$ cat src/hdl/dcm_pkg.sv
package dcm_pkg;

    // global network: eight run-time muxes, two per device side
    localparam int NUM_SIDES = 4;
    localparam int DYN_PER_SIDE = 2;
    localparam int NUM_DYN = NUM_SIDES * DYN_PER_SIDE;
    localparam int DYN_IN = 4;
    localparam int NUM_GLB = 32;
    localparam int NUM_STAT = NUM_GLB - NUM_DYN;
    localparam int GLB_W = $clog2(NUM_GLB);
    localparam int DEFAULT_SEL = 0;

    // core local networks
    localparam int NUM_FAB = 16;
    localparam int LOC_FEEDS = 16;
    localparam int RGN_TB = 8;
    localparam int RGN_CORE = 4;
    localparam int REGION_ROWS = 80;
    localparam int LOCAL_ROWS = 40;
    localparam int NUM_DSP_RAM_NETS = 2;
    localparam int NUM_LOC = REGION_ROWS / LOCAL_ROWS + NUM_DSP_RAM_NETS;

    // interface local regions
    localparam int IFC_TB_GLB = 14;
    localparam int IFC_TB_FAB = 2;
    localparam int IFC_TB_CLKS = IFC_TB_GLB + IFC_TB_FAB;
    localparam int IFC_LR_CLKS = 4;
    localparam int IFC_LR_FAB = 2;

    // candidate index: globals, then remote fabric, then regional
    localparam int CAND_W = 6;
    typedef logic [CAND_W-1:0] dcm_cand_t;
    localparam dcm_cand_t RGN_BASE = CAND_W'(NUM_GLB + NUM_FAB);
    localparam dcm_cand_t RGN_TB_LIM = CAND_W'(RGN_TB);
    localparam dcm_cand_t RGN_CORE_LIM = CAND_W'(RGN_CORE);

    typedef struct packed {
        logic [RGN_TB-1:0] rgn;
        logic [NUM_FAB-1:0] fab;
        logic [NUM_GLB-1:0] glb;
    } dcm_cand_s;

    typedef enum logic [1:0] {DCM_RUN, DCM_DROP, DCM_PICK} dcm_mux_e;

    // regional candidates beyond the region's limit read as quiet
    function automatic logic dcm_pick(dcm_cand_s c, dcm_cand_t idx,
                                      logic tb);
        dcm_cand_t lim;
        lim = tb ? RGN_TB_LIM : RGN_CORE_LIM;
        if (idx >= RGN_BASE + lim)
            return 1'h0;
        return c[idx];
    endfunction

endpackage

$ cat src/hdl/dcm_clock_network.sv
// Overview of operation
// - eight run-time muxes, two per side
// - enabled mux follows its select bus
// - every mux starts on input 0
// - sixteen local feeds from global, fabric, regional
// - regional feeds: eight top/bottom, four elsewhere
// - region 80 rows, local networks 40 rows
// - local fabric drives its own local network
// - fabric drives each cell clock enable
// - top/bottom interface: 14 global, 2 fabric
// - side interface: four clocks, two fabric
// - glitch-free run-time enable on every global network
// - thirty-two balanced global signals
module dcm_clock_network #(
    parameter int NUM_DYN = dcm_pkg::NUM_DYN,
    parameter int DYN_IN = dcm_pkg::DYN_IN,
    parameter int SEL_W = $clog2(DYN_IN),
    parameter bit TB_REGION = 1'h0
) (
    // clock and reset
    input wire logic sys_clk_in,
    input wire logic rst_b_in,
    // dynamic mux sources (pins) and select buses
    input wire logic [NUM_DYN-1:0][DYN_IN-1:0] dyn_src_in,
    input wire logic [NUM_DYN-1:0] dyn_en_in,
    input wire logic [NUM_DYN-1:0][SEL_W-1:0] dyn_sel_in,
    // statically routed global sources (pins) and network enables
    input wire logic [dcm_pkg::NUM_STAT-1:0] stat_src_in,
    input wire logic [dcm_pkg::NUM_GLB-1:0] glb_en_in,
    // regional (pins) and remote fabric signals
    input wire logic [dcm_pkg::RGN_TB-1:0] rgn_in,
    input wire logic [dcm_pkg::NUM_FAB-1:0] fab_remote_in,
    // core local networks
    input wire dcm_pkg::dcm_cand_t
        [dcm_pkg::NUM_LOC-1:0][dcm_pkg::LOC_FEEDS-1:0] loc_sel_in,
    input wire logic [dcm_pkg::NUM_LOC-1:0] loc_fab_in,
    input wire logic [dcm_pkg::NUM_LOC-1:0][dcm_pkg::LOCAL_ROWS-1:0]
        cell_ce_in,
    // interface local regions
    input wire logic [dcm_pkg::IFC_TB_GLB-1:0][dcm_pkg::GLB_W-1:0]
        ifc_tb_sel_in,
    input wire logic [dcm_pkg::IFC_TB_FAB-1:0] ifc_tb_fab_in,
    input wire dcm_pkg::dcm_cand_t [dcm_pkg::IFC_LR_CLKS-1:0] ifc_lr_sel_in,
    input wire logic [dcm_pkg::IFC_LR_FAB-1:0] ifc_lr_fab_use_in,
    input wire logic [dcm_pkg::IFC_LR_FAB-1:0] ifc_lr_fab_in,
    // distributed clocks
    output logic [dcm_pkg::NUM_GLB-1:0] glb_net_out,
    output logic [NUM_DYN-1:0] dyn_busy_out,
    output logic [dcm_pkg::NUM_LOC-1:0][dcm_pkg::LOC_FEEDS-1:0] loc_feed_out,
    output logic [dcm_pkg::NUM_LOC-1:0] loc_fab_out,
    output logic [dcm_pkg::NUM_LOC-1:0][dcm_pkg::LOCAL_ROWS-1:0] cell_ce_out,
    output logic [dcm_pkg::IFC_TB_CLKS-1:0] ifc_tb_clk_out,
    output logic [dcm_pkg::IFC_LR_CLKS-1:0] ifc_lr_clk_out
);

    ////////////////////////////////////////////////////////////////////////
    // pin synchronisers: stage 1 is read only by stage 2
    logic [NUM_DYN-1:0][DYN_IN-1:0] dyn_s1_q, dyn_s2_q;
    logic [dcm_pkg::NUM_STAT-1:0] stat_s1_q, stat_s2_q;
    logic [dcm_pkg::RGN_TB-1:0] rgn_s1_q, rgn_s2_q;

    always_ff @(posedge sys_clk_in or negedge rst_b_in)
    begin
        if (!rst_b_in)
        begin
            dyn_s1_q <= '0;
            dyn_s2_q <= '0;
            stat_s1_q <= '0;
            stat_s2_q <= '0;
            rgn_s1_q <= '0;
            rgn_s2_q <= '0;
        end
        else
        begin
            dyn_s1_q <= dyn_src_in;
            dyn_s2_q <= dyn_s1_q;
            stat_s1_q <= stat_src_in;
            stat_s2_q <= stat_s1_q;
            rgn_s1_q <= rgn_in;
            rgn_s2_q <= rgn_s1_q;
        end
    end

    ////////////////////////////////////////////////////////////////////////
    // dynamic muxes, two per side
    logic [NUM_DYN-1:0] dyn_clk, dyn_busy;

    for (genvar m = 0; m < NUM_DYN; m++)
    begin : g_dyn
        dcm_dyn_mux #(
            .N(DYN_IN),
            .SW(SEL_W)
        ) u_mux (
            .sys_clk_in(sys_clk_in),
            .rst_b_in(rst_b_in),
            .src_in(dyn_s2_q[m]),
            .en_in(dyn_en_in[m]),
            .sel_in(dyn_sel_in[m]),
            .clk_out(dyn_clk[m]),
            .busy_out(dyn_busy[m])
        );
    end

    ////////////////////////////////////////////////////////////////////////
    logic [dcm_pkg::NUM_GLB-1:0] glb_raw, glb_en_q, glb_en_d, glb_q, glb_d;
    logic [dcm_pkg::NUM_LOC-1:0][dcm_pkg::LOC_FEEDS-1:0] loc_q, loc_d;
    logic [dcm_pkg::NUM_LOC-1:0] lfab_q, lfab_d;
    logic [dcm_pkg::NUM_LOC-1:0][dcm_pkg::LOCAL_ROWS-1:0] ce_q, ce_d;
    logic [dcm_pkg::IFC_TB_CLKS-1:0] tb_q, tb_d;
    logic [dcm_pkg::IFC_LR_CLKS-1:0] lr_q, lr_d;
    logic [NUM_DYN-1:0] busy_q;
    dcm_pkg::dcm_cand_s cand;

    always_comb
    begin
        glb_raw = {stat_s2_q, dyn_clk};
        // an enable only moves while its clock is low, so no runt pulse
        for (int i = 0; i < dcm_pkg::NUM_GLB; i++)
            glb_en_d[i] = glb_raw[i] ? glb_en_q[i] : glb_en_in[i];
        glb_d = glb_raw & glb_en_q;
        cand.glb = glb_q;
        cand.fab = fab_remote_in;
        cand.rgn = rgn_s2_q;
        // two row halves plus DSP and RAM nets per column
        for (int n = 0; n < dcm_pkg::NUM_LOC; n++)
        begin
            for (int f = 0; f < dcm_pkg::LOC_FEEDS; f++)
                loc_d[n][f] = dcm_pkg::dcm_pick(cand, loc_sel_in[n][f],
                                                TB_REGION);
        end
        lfab_d = loc_fab_in;
        ce_d = cell_ce_in;
        for (int k = 0; k < dcm_pkg::IFC_TB_GLB; k++)
            tb_d[k] = glb_q[ifc_tb_sel_in[k]];
        tb_d[dcm_pkg::IFC_TB_CLKS-1:dcm_pkg::IFC_TB_GLB] = ifc_tb_fab_in;
        for (int k = 0; k < dcm_pkg::IFC_LR_CLKS; k++)
            lr_d[k] = dcm_pkg::dcm_pick(cand, ifc_lr_sel_in[k], TB_REGION);
        // only the low slots may take fabric, capping it at two
        for (int k = 0; k < dcm_pkg::IFC_LR_FAB; k++)
        begin
            if (ifc_lr_fab_use_in[k])
                lr_d[k] = ifc_lr_fab_in[k];
        end
    end

    always_ff @(posedge sys_clk_in or negedge rst_b_in)
    begin
        if (!rst_b_in)
        begin
            glb_en_q <= '0;
            glb_q <= '0;
            loc_q <= '0;
            lfab_q <= '0;
            ce_q <= '0;
            tb_q <= '0;
            lr_q <= '0;
            busy_q <= '0;
        end
        else
        begin
            glb_en_q <= glb_en_d;
            glb_q <= glb_d;
            loc_q <= loc_d;
            lfab_q <= lfab_d;
            ce_q <= ce_d;
            tb_q <= tb_d;
            lr_q <= lr_d;
            busy_q <= dyn_busy;
        end
    end

    assign glb_net_out = glb_q;
    assign dyn_busy_out = busy_q;
    assign loc_feed_out = loc_q;
    assign loc_fab_out = lfab_q;
    assign cell_ce_out = ce_q;
    assign ifc_tb_clk_out = tb_q;
    assign ifc_lr_clk_out = lr_q;

    ////////////////////////////////////////////////////////////////////////
    chk_net_off: assert property (
        @(posedge sys_clk_in) disable iff (!rst_b_in)
        1'h1 |=> (glb_net_out & ~$past(glb_en_q)) == '0)
        else $error("disabled global network still toggles");

    chk_enable_clean: assert property (
        @(posedge sys_clk_in) disable iff (!rst_b_in)
        ((glb_en_q ^ $past(glb_en_q)) & $past(glb_raw)) == '0)
        else $error("network enable moved while its clock was high");

    chk_rgn_limit: assert property (
        @(posedge sys_clk_in) disable iff (!rst_b_in)
        (loc_sel_in[0][0] >= dcm_pkg::RGN_BASE + (TB_REGION ?
            dcm_pkg::RGN_TB_LIM : dcm_pkg::RGN_CORE_LIM))
        |=> loc_feed_out[0][0] == 1'h0)
        else $error("regional feed beyond region limit reached network");

    chk_tb_fabric: assert property (
        @(posedge sys_clk_in) disable iff (!rst_b_in)
        1'h1 |=> ifc_tb_clk_out[dcm_pkg::IFC_TB_CLKS-1:dcm_pkg::IFC_TB_GLB]
            == $past(ifc_tb_fab_in))
        else $error("top/bottom fabric clocks not distributed");

    chk_ce_direct: assert property (
        @(posedge sys_clk_in) disable iff (!rst_b_in)
        1'h1 |=> cell_ce_out == $past(cell_ce_in))
        else $error("cell clock enable not passed through");

    cov_net_enable: cover property (
        @(posedge sys_clk_in) disable iff (!rst_b_in)
        glb_en_q == '0 ##1 glb_en_q != '0);

    cov_mux_busy: cover property (
        @(posedge sys_clk_in) disable iff (!rst_b_in)
        dyn_busy_out != '0 ##[1:20] dyn_busy_out == '0);

    cov_rgn_feed: cover property (
        @(posedge sys_clk_in) disable iff (!rst_b_in)
        loc_sel_in[0][0] >= dcm_pkg::RGN_BASE ##1 loc_feed_out[0][0]);

endmodule

$ cat src/hdl/dcm_dyn_mux.sv
module dcm_dyn_mux #(
    parameter int N = dcm_pkg::DYN_IN,
    parameter int SW = $clog2(N)
) (
    // clock and reset
    input wire logic sys_clk_in,
    input wire logic rst_b_in,
    // sources and select bus
    input wire logic [N-1:0] src_in,
    input wire logic en_in,
    input wire logic [SW-1:0] sel_in,
    // selected clock
    output logic clk_out,
    output logic busy_out
);

    dcm_pkg::dcm_mux_e st_q, st_d;
    logic [SW-1:0] cur_q, cur_d, tgt_q, tgt_d, want;
    logic on_q, on_d, clk_q, clk_d;

    ////////////////////////////////////////////////////////////////////////
    always_comb
    begin
        // disabled mux falls back to input 0
        want = en_in ? sel_in : SW'(dcm_pkg::DEFAULT_SEL);
        st_d = st_q;
        cur_d = cur_q;
        tgt_d = tgt_q;
        on_d = on_q;
        case (st_q)
            dcm_pkg::DCM_RUN:
                if (want != cur_q)
                begin
                    tgt_d = want;
                    st_d = dcm_pkg::DCM_DROP;
                end
            // hangs here if the old clock has stopped high: the user must
            // keep it toggling until it has been seen low
            dcm_pkg::DCM_DROP:
                if (!src_in[cur_q])
                begin
                    on_d = 1'h0;
                    cur_d = tgt_q;
                    st_d = dcm_pkg::DCM_PICK;
                end
            dcm_pkg::DCM_PICK:
                if (!src_in[cur_q])
                begin
                    on_d = 1'h1;
                    st_d = dcm_pkg::DCM_RUN;
                end
            default:
                st_d = dcm_pkg::DCM_RUN;
        endcase
        clk_d = on_q & src_in[cur_q];
    end

    always_ff @(posedge sys_clk_in or negedge rst_b_in)
    begin
        if (!rst_b_in)
        begin
            st_q <= dcm_pkg::DCM_RUN;
            cur_q <= SW'(dcm_pkg::DEFAULT_SEL);
            tgt_q <= SW'(dcm_pkg::DEFAULT_SEL);
            on_q <= 1'h1;
            clk_q <= 1'h0;
        end
        else
        begin
            st_q <= st_d;
            cur_q <= cur_d;
            tgt_q <= tgt_d;
            on_q <= on_d;
            clk_q <= clk_d;
        end
    end

    assign clk_out = clk_q;
    assign busy_out = (st_q != dcm_pkg::DCM_RUN);

    ////////////////////////////////////////////////////////////////////////
    chk_pick_quiet: assert property (
        @(posedge sys_clk_in) disable iff (!rst_b_in)
        st_q == dcm_pkg::DCM_PICK |=> clk_out == 1'h0)
        else $error("mux output active while new clock is gated");

    chk_drop_order: assert property (
        @(posedge sys_clk_in) disable iff (!rst_b_in)
        (st_q == dcm_pkg::DCM_DROP && !src_in[cur_q])
        |=> st_q == dcm_pkg::DCM_PICK && !on_q && cur_q == $past(tgt_q))
        else $error("old clock not gated off before new one");

    chk_sel_follow: assert property (
        @(posedge sys_clk_in) disable iff (!rst_b_in)
        (st_q == dcm_pkg::DCM_RUN && en_in && sel_in != cur_q)
        |=> st_q == dcm_pkg::DCM_DROP && tgt_q == $past(sel_in))
        else $error("select bus change not taken");

    chk_default_zero: assert property (
        @(posedge sys_clk_in) disable iff (!rst_b_in)
        (st_q == dcm_pkg::DCM_RUN && !en_in && cur_q != '0)
        |=> tgt_q == '0)
        else $error("disabled mux does not return to input 0");

    cov_switch_done: cover property (
        @(posedge sys_clk_in) disable iff (!rst_b_in)
        st_q == dcm_pkg::DCM_PICK ##1 st_q == dcm_pkg::DCM_RUN);

endmodule

$ cat config.mk
export PLATFORM = sky130hd
export DESIGN_NAME = dcm_clock_network
export DESIGN_NICKNAME = d
export VERILOG_FILES = /design/src/hdl/dcm_pkg.sv /design/src/hdl/dcm_clock_network.sv /design/src/hdl/dcm_dyn_mux.sv
export SDC_FILE = /design/constraint.sdc
export NUM_CORES = 2
export LEC_CHECK = 0
export ABC_CLOCK_PERIOD_IN_PS = 2500
export BUFFER_PORTS_ARGS = -buffer_cell sky130_fd_sc_hd__buf_2
export CAP_MARGIN = 20
export CORE_AREA = 2 2 413 415
export DETAILED_ROUTE_END_ITERATION = 10
export DIE_AREA = 0 0 415 417
export HOLD_SLACK_MARGIN = 0.1
export MAX_ROUTING_LAYER = met4
export PLACE_DENSITY_LB_ADDON = 0.12
export SLEW_MARGIN = 30
export SYNTH_ARGS = -nofsm -noshare
export SYNTH_HDL_FRONTEND = slang
export SYNTH_SLANG_ARGS = --single-unit
$ cat constraint.sdc
create_clock -name sys_clk_in -period 2.5 [get_ports sys_clk_in]
set_clock_uncertainty 0.05 [all_clocks]
set_input_delay 0.375 -clock sys_clk_in [delete_from_list [all_inputs] [get_ports sys_clk_in]]
set_output_delay 0.375 -clock sys_clk_in [all_outputs]
set_load 0.1 [all_outputs]
== Word-level counts from Yosys, hierarchy flattened ==
Index checks and enable logic that the tools add are counted.
Word-level totals
  word-level logic and storage cells: 834
  register bits: 512
  output and inout port bits: 288
Operators by class
  order comparisons: 158
  bitwise operators: 17
  equal/unequal tests: 48
  multiplexer cells: 450
  reductions and logical operators: 56
Operator list (count)
  6-bit by 7-bit less-than comparator with 1-bit output (second input constant): 68
  1-bit binary-select mux with 6-bit select: 68
  6-bit >= comparator (second input constant): 68
  1-bit 2-to-1 mux: 312
  5-bit by 6-bit less-than comparator with 1-bit output (second input constant): 14
  1-bit binary-select mux with 5-bit select: 14
  2-bit 2-to-1 mux: 32
  2-bit one-hot mux with 3 select lines: 8
  3-bit AND reduction: 16
  32-bit AND: 1
  2-bit != test (second input constant): 16
  2-bit AND reduction: 16
  2-bit nonzero test: 16
  2-bit by 3-bit less-than comparator with 1-bit output (second input constant): 8
  1-bit binary-select mux with 2-bit select: 8
  2-bit by 1-bit == test with 1-bit output (second input constant): 8
  2-bit == test (second input constant): 8
  2-bit logical NOT: 8
  2-bit by 1-bit != test with 1-bit output (second input constant): 8
  2-bit != test: 8
  1-bit one-hot mux with 2 select lines: 8
  1-bit AND: 8
  1-bit NOT: 8

== Depth between registers and ports, before layout ==
  depth after elaboration: 4
  gate-level depth with buffers: 8
  depth with buffers taken out: 5

== Hierarchy ==
A second synthesis with hierarchy kept.
Second synthesis, totals
  cells, all modules: 3602
  area, all modules: 49095.8 um^2
Modules (own cells, without submodules)
  dcm_clock_network: sequential area each 11010.6 um^2, area each 45902.8 um^2, times used 1, cells an instance 3314
  dcm_dyn_mux: sequential area each 201.4 um^2, area each 399.1 um^2, times used 8, cells an instance 36

== Worst setup path after synthesis ==
Ideal clock, no wire load.
  kind: register to register
  start point: register glb_q (netlist bit glb_net_out[31])
  end point: register tb_q (netlist bit ifc_tb_clk_out[0])
  setup time: 0.125 ns
  setup slack: -0.023 ns
  arrival time: 2.348 ns
  data required time: 2.325 ns
  clock period less this slack: 2.523 ns
  cell stages (with the launch flop): 6
  cell sequence: dfrtp_1 > buf_2 > buf_2 > mux4_2 > mux4_2 > mux2_2
On the way
  longest elaborated chain between the ends: 2
RTL lines
  start: declaration: RTL line dcm_clock_network.sv:105  | logic [dcm_pkg::NUM_GLB-1:0] glb_raw, glb_en_q, glb_en_d, glb_q, glb_d;
  start signal: assignment: RTL line dcm_clock_network.sv:162  | glb_q <= glb_d;
  1-bit binary-select mux with 5-bit select: RTL line dcm_clock_network.sv:134  | tb_d[k] = glb_q[ifc_tb_sel_in[k]];
  1-bit 2-to-1 mux (not written as such): RTL line dcm_clock_network.sv:134
  via tb_d (one bit): RTL line dcm_clock_network.sv:109  | logic [dcm_pkg::IFC_TB_CLKS-1:0] tb_q, tb_d;
  end signal: assignment: RTL line dcm_clock_network.sv:166  | tb_q <= tb_d;
  end: declaration: RTL line dcm_clock_network.sv:109
The timed path passes the listed nets, and every way through them passes these cells. The select of a mux whose other input is x is not followed.
A chain may end at the register's enable or synchronous reset.

==> impl_metrics.ini <==
[status]
outcome = finished, final reports clean

[critical_path]
worst-path-max-fanout = 17
worst_setup_path_end_kind = register
setup.reg_to_reg.worst_slack_ns = 0.04
worst_setup_path_start_kind = input pin
critPathKind = input pin to register
worstPathArrival_ns = 3.01
crit_required_ns = 3.04

[finish]
layout-drive-gt1-share_pct = 51.2
synthToLayoutAreaGrowth_pct = 33.3
final_core_utilization_pct = 39.5
final_net_count = 5915
stdcell_area_um2 = 66600
stdcell_count = 7428

[clocking]
clock_sinks = 504
cts-root-buf = sky130_fd_sc_hd__clkbuf_16
worst_skew_pair.late_latency_ns = 0.71
cts-buffers-inserted = 67
htree_levels = 3
tritoncts = built
clk_transition_reported_paths_ns = 0.06
clockBufferDepth = 3

[global_route]
busiest_layer = met2
gr-usage-all-layers_pct = 28.6
grt_start_max_net_pins = 65
grt.overflow.total = 0
groute.layer.met2.usage_pct = 47.2
globalRouteMet1Util_pct = 33.3
grt_use_met3_pct = 5.57
first_global_vias = 46700
grt_first_pass_wirelength_um = 346000
antenna_found_initial = 97

[power]
p_leak_nw = 26.8
ir_worst_vdd_v = 0.000666
pwr_dens_nw_per_um2 = 581

[floorplanning]
die_area_um2 = 173000
initial_utilization_pct = 29.6
core_area_um2 = 169000
fp.dieW_um = 415
die_height_um = 417
io_pins = 1074
core.rowCount = 151

[sta]
final-setup-viol-count = 0
totalNegativeSetupSlack_ns = 0
hold-worst-slack_ns = 0.149
timing.slew.headroom_pct = 49.7
worst_pin_slew_ns = 0.755
finalWorstPathRequiredPeriod_ns = 2.46
final-hold-violation-count = 0
timing.final.crit_share_pct = 98.6
fmax_ghz = 0.406
number_of_pins_exceeding_their_max_slew_limit_in_the_final_report = 0

[job]
max_cap_viols = 0

[placed_design]
hpwl_detailed_um = 166000
dpl-instance-area_um2 = 58800
finalWeightedCongestion = 0.893
dpl.cell_count = 6727
total_of_buffers_placed_on_input_and_output_ports = 1069

[routing]
detail_route.iter0.violations = 4872
wirelength_um = 250000
drt.antenna.violating_nets = 0
drt_drc_violations_left = 0
drt_first_pass_iters = 6
routed_via_density = 6.12
route.vias.total = 45400
average_wire_per_standard_cell_um = 33.7

[synth]
syn_avg_cell_area_um2 = 13.1
netlist_instances = 3814
synth-edff-count = 0
synth-seq-cells = 504
yosys.cell_types.count = 60
synth_seq_area_share_pct = 25.3
syn-num-nets = 4624
synth-main-ff-cell = sky130_fd_sc_hd__dfrtp_1
synth_warnings = 0
mapped_cell_area_um2 = 49900
async_reset_ff_share_pct = 100

[min_path]
worst_hold_path_type = input pin to register
[routing by layer]
layer | vias up | wire (µm)
met5 | - | 0
met4 | 0 | 12300
met3 | 577 | 21300
met2 | 3028 | 127000
met1 | 23800 | 90000
li1 | 18100 | -
[per-stage QoR]
step / setup WS [ns] / power, W
after CTS: 0.00655 / 0.0387
after floorplan: 0.0126 / 0.0221
after detailed placement: -0.0521 / 0.0281
after global routing: -0.00249 / 0.0403
final: 0.0351 / 0.0387
after global placement: -0.0503 / 0.0280
[Yosys cell counts, types with 9 or more instances]
library cell,instances,share of area [%]
sky130_fd_sc_hd__nor2b_1,80,1.0
sky130_fd_sc_hd__buf_6,22,0.50
sky130_fd_sc_hd__or4bb_1,9,0.20
sky130_fd_sc_hd__nand3_1,91,0.91
sky130_fd_sc_hd__nor3b_1,11,0.17
sky130_fd_sc_hd__nand4b_1,9,0.16
sky130_fd_sc_hd__nand3b_1,59,0.89
sky130_fd_sc_hd__a22oi_1,51,0.77
sky130_fd_sc_hd__inv_1,79,0.59
sky130_fd_sc_hd__mux4_1,30,1.6
sky130_fd_sc_hd__nand2b_1,12,0.15
sky130_fd_sc_hd__nor2_1,128,0.96
sky130_fd_sc_hd__o21ai_0,119,1.2
sky130_fd_sc_hd__o21a_1,14,0.21
sky130_fd_sc_hd__ha_1,24,0.60
sky130_fd_sc_hd__buf_4,14,0.21
sky130_fd_sc_hd__a211oi_1,37,0.56
sky130_fd_sc_hd__clkbuf_1,478,3.6
sky130_fd_sc_hd__nor3_1,55,0.55
sky130_fd_sc_hd__mux2i_1,253,5.1
sky130_fd_sc_hd__dfrtp_1,496,25
sky130_fd_sc_hd__o32ai_1,9,0.16
sky130_fd_sc_hd__mux4_2,1007,45
sky130_fd_sc_hd__o31ai_1,14,0.21
sky130_fd_sc_hd__nand2_1,147,1.1
sky130_fd_sc_hd__a21oi_1,114,1.1
sky130_fd_sc_hd__nand4_1,39,0.49
sky130_fd_sc_hd__and2_1,40,0.50
sky130_fd_sc_hd__mux2_2,92,2.1
sky130_fd_sc_hd__buf_2,139,1.4
sky130_fd_sc_hd__a2111oi_2,15,0.45
sky130_fd_sc_hd__a31oi_1,23,0.29
[critical path, stage by stage]
cell and delay [ns]:
sky130_fd_sc_hd__clkbuf_4 0.25, sky130_fd_sc_hd__buf_4 0.29, sky130_fd_sc_hd__mux4_2 0.48, sky130_fd_sc_hd__mux2i_1 0.22, sky130_fd_sc_hd__o31ai_1 0.09, sky130_fd_sc_hd__dlygate4sd3_1 0.55, sky130_fd_sc_hd__a21oi_1 0.12, sky130_fd_sc_hd__dlygate4sd3_1 0.56
sky130_fd_sc_hd__nor2_1 0.05
[path summary, 6_finish.rpt]
kind                                    from             endpoint  depth (start not counted)
min                        ifc_tb_sel_in[47]    ifc_tb_clk_out[9]                          3
min reg2reg                    stat_s1_q[11]        stat_s2_q[11]                          0
max reg2reg                      rgn_s2_q[2]    ifc_lr_clk_out[1]                          6
min in group asynchronous           rst_b_in     loc_feed_out[34]                          2
max in group asynchronous           rst_b_in  g_dyn[0].u_mux.on_q                          3
max                         fab_remote_in[6]     loc_feed_out[11]                          9
[area by class of cell]
cell class	instances	area (µm²)
Fill cell	16100	102000
Multi-Input combinational cell	2570	34100
Timing Repair Buffer	1882	14300
Sequential cell	504	12700
Tap cell	2218	2780
Clock buffer	93	1900
Inverter	80	300
Clock inverter	23	275
Antenna cell	58	145
[logic make-up after synthesis]
kind of cell / after synthesis / share of synthesized area, %
AOI/OAI and AO/OA: 452 / 6.00
xor gates and xnor gates: 8 / 0.140
adders and majority gates: 24 / 0.601
buffers and inverters: 740 / 6.38
DFF: 504 / 25.3
muxes: 1382 / 54.2
and+or+nand+nor: 704 / 7.45
[registers in the layout, summed over array words and instances, names as in the netlist, 24 cells and up]
name / flops
glb_en_q: 32
glb_net_out: 32
dyn_s1_q: 32
dyn_s2_q: 32
stat_s2_q: 24
stat_s1_q: 24
cell_ce_out: 160
loc_feed_out: 64
[layout by cell type, fill, tap and decap left out, types with 15 or more instances in the layout]
master	netlist	routed
sky130_fd_sc_hd__mux4_1	30	30
sky130_fd_sc_hd__mux2i_1	253	252
sky130_fd_sc_hd__a211oi_1	37	37
sky130_fd_sc_hd__buf_12	0	98
sky130_fd_sc_hd__inv_1	79	79
sky130_fd_sc_hd__dlygate4sd3_1	0	510
sky130_fd_sc_hd__nor3_1	55	55
sky130_fd_sc_hd__and2_1	40	40
sky130_fd_sc_hd__mux2_2	92	92
sky130_fd_sc_hd__clkbuf_16	0	75
sky130_fd_sc_hd__buf_4	14	190
sky130_fd_sc_hd__dfrtp_4	0	32
sky130_fd_sc_hd__buf_2	139	1060
sky130_fd_sc_hd__a31oi_1	23	23
sky130_fd_sc_hd__a2111oi_2	15	15
sky130_fd_sc_hd__nor2b_1	80	80
sky130_fd_sc_hd__nand3b_1	59	59
sky130_fd_sc_hd__nand2_1	147	147
sky130_fd_sc_hd__a21oi_1	114	114
sky130_fd_sc_hd__nand4_1	39	39
sky130_fd_sc_hd__a22oi_1	51	51
sky130_fd_sc_hd__diode_2	0	58
sky130_fd_sc_hd__ha_1	24	24
sky130_fd_sc_hd__nor2_1	128	128
sky130_fd_sc_hd__nand3_1	91	91
sky130_fd_sc_hd__o21ai_0	119	118
sky130_fd_sc_hd__dfrtp_1	496	460
sky130_fd_sc_hd__mux4_2	1007	1007
[where the power goes]
| part | switching (W) | total (W) | internal [W] | leakage [nW] |
|---|---|---|---|---|
| Clock | 0.00414 | 0.00972 | 0.00558 | 1.06 |
| Combinational | 0.0114 | 0.0189 | 0.00745 | 19.7 |
| Sequential | 0.000752 | 0.0101 | 0.00933 | 5.98 |
[what timing repair did]
action                     4_1_cts  5_1_grt
gates resized for setup          4       17
setup buffers                    0        9
hold endpoints to repair       388        0
pin swaps                        0        1
cloned                           0        8
setup endpoints to repair        4        6
hold buffers                   510        0
Power figures use the tool's default switching activity.
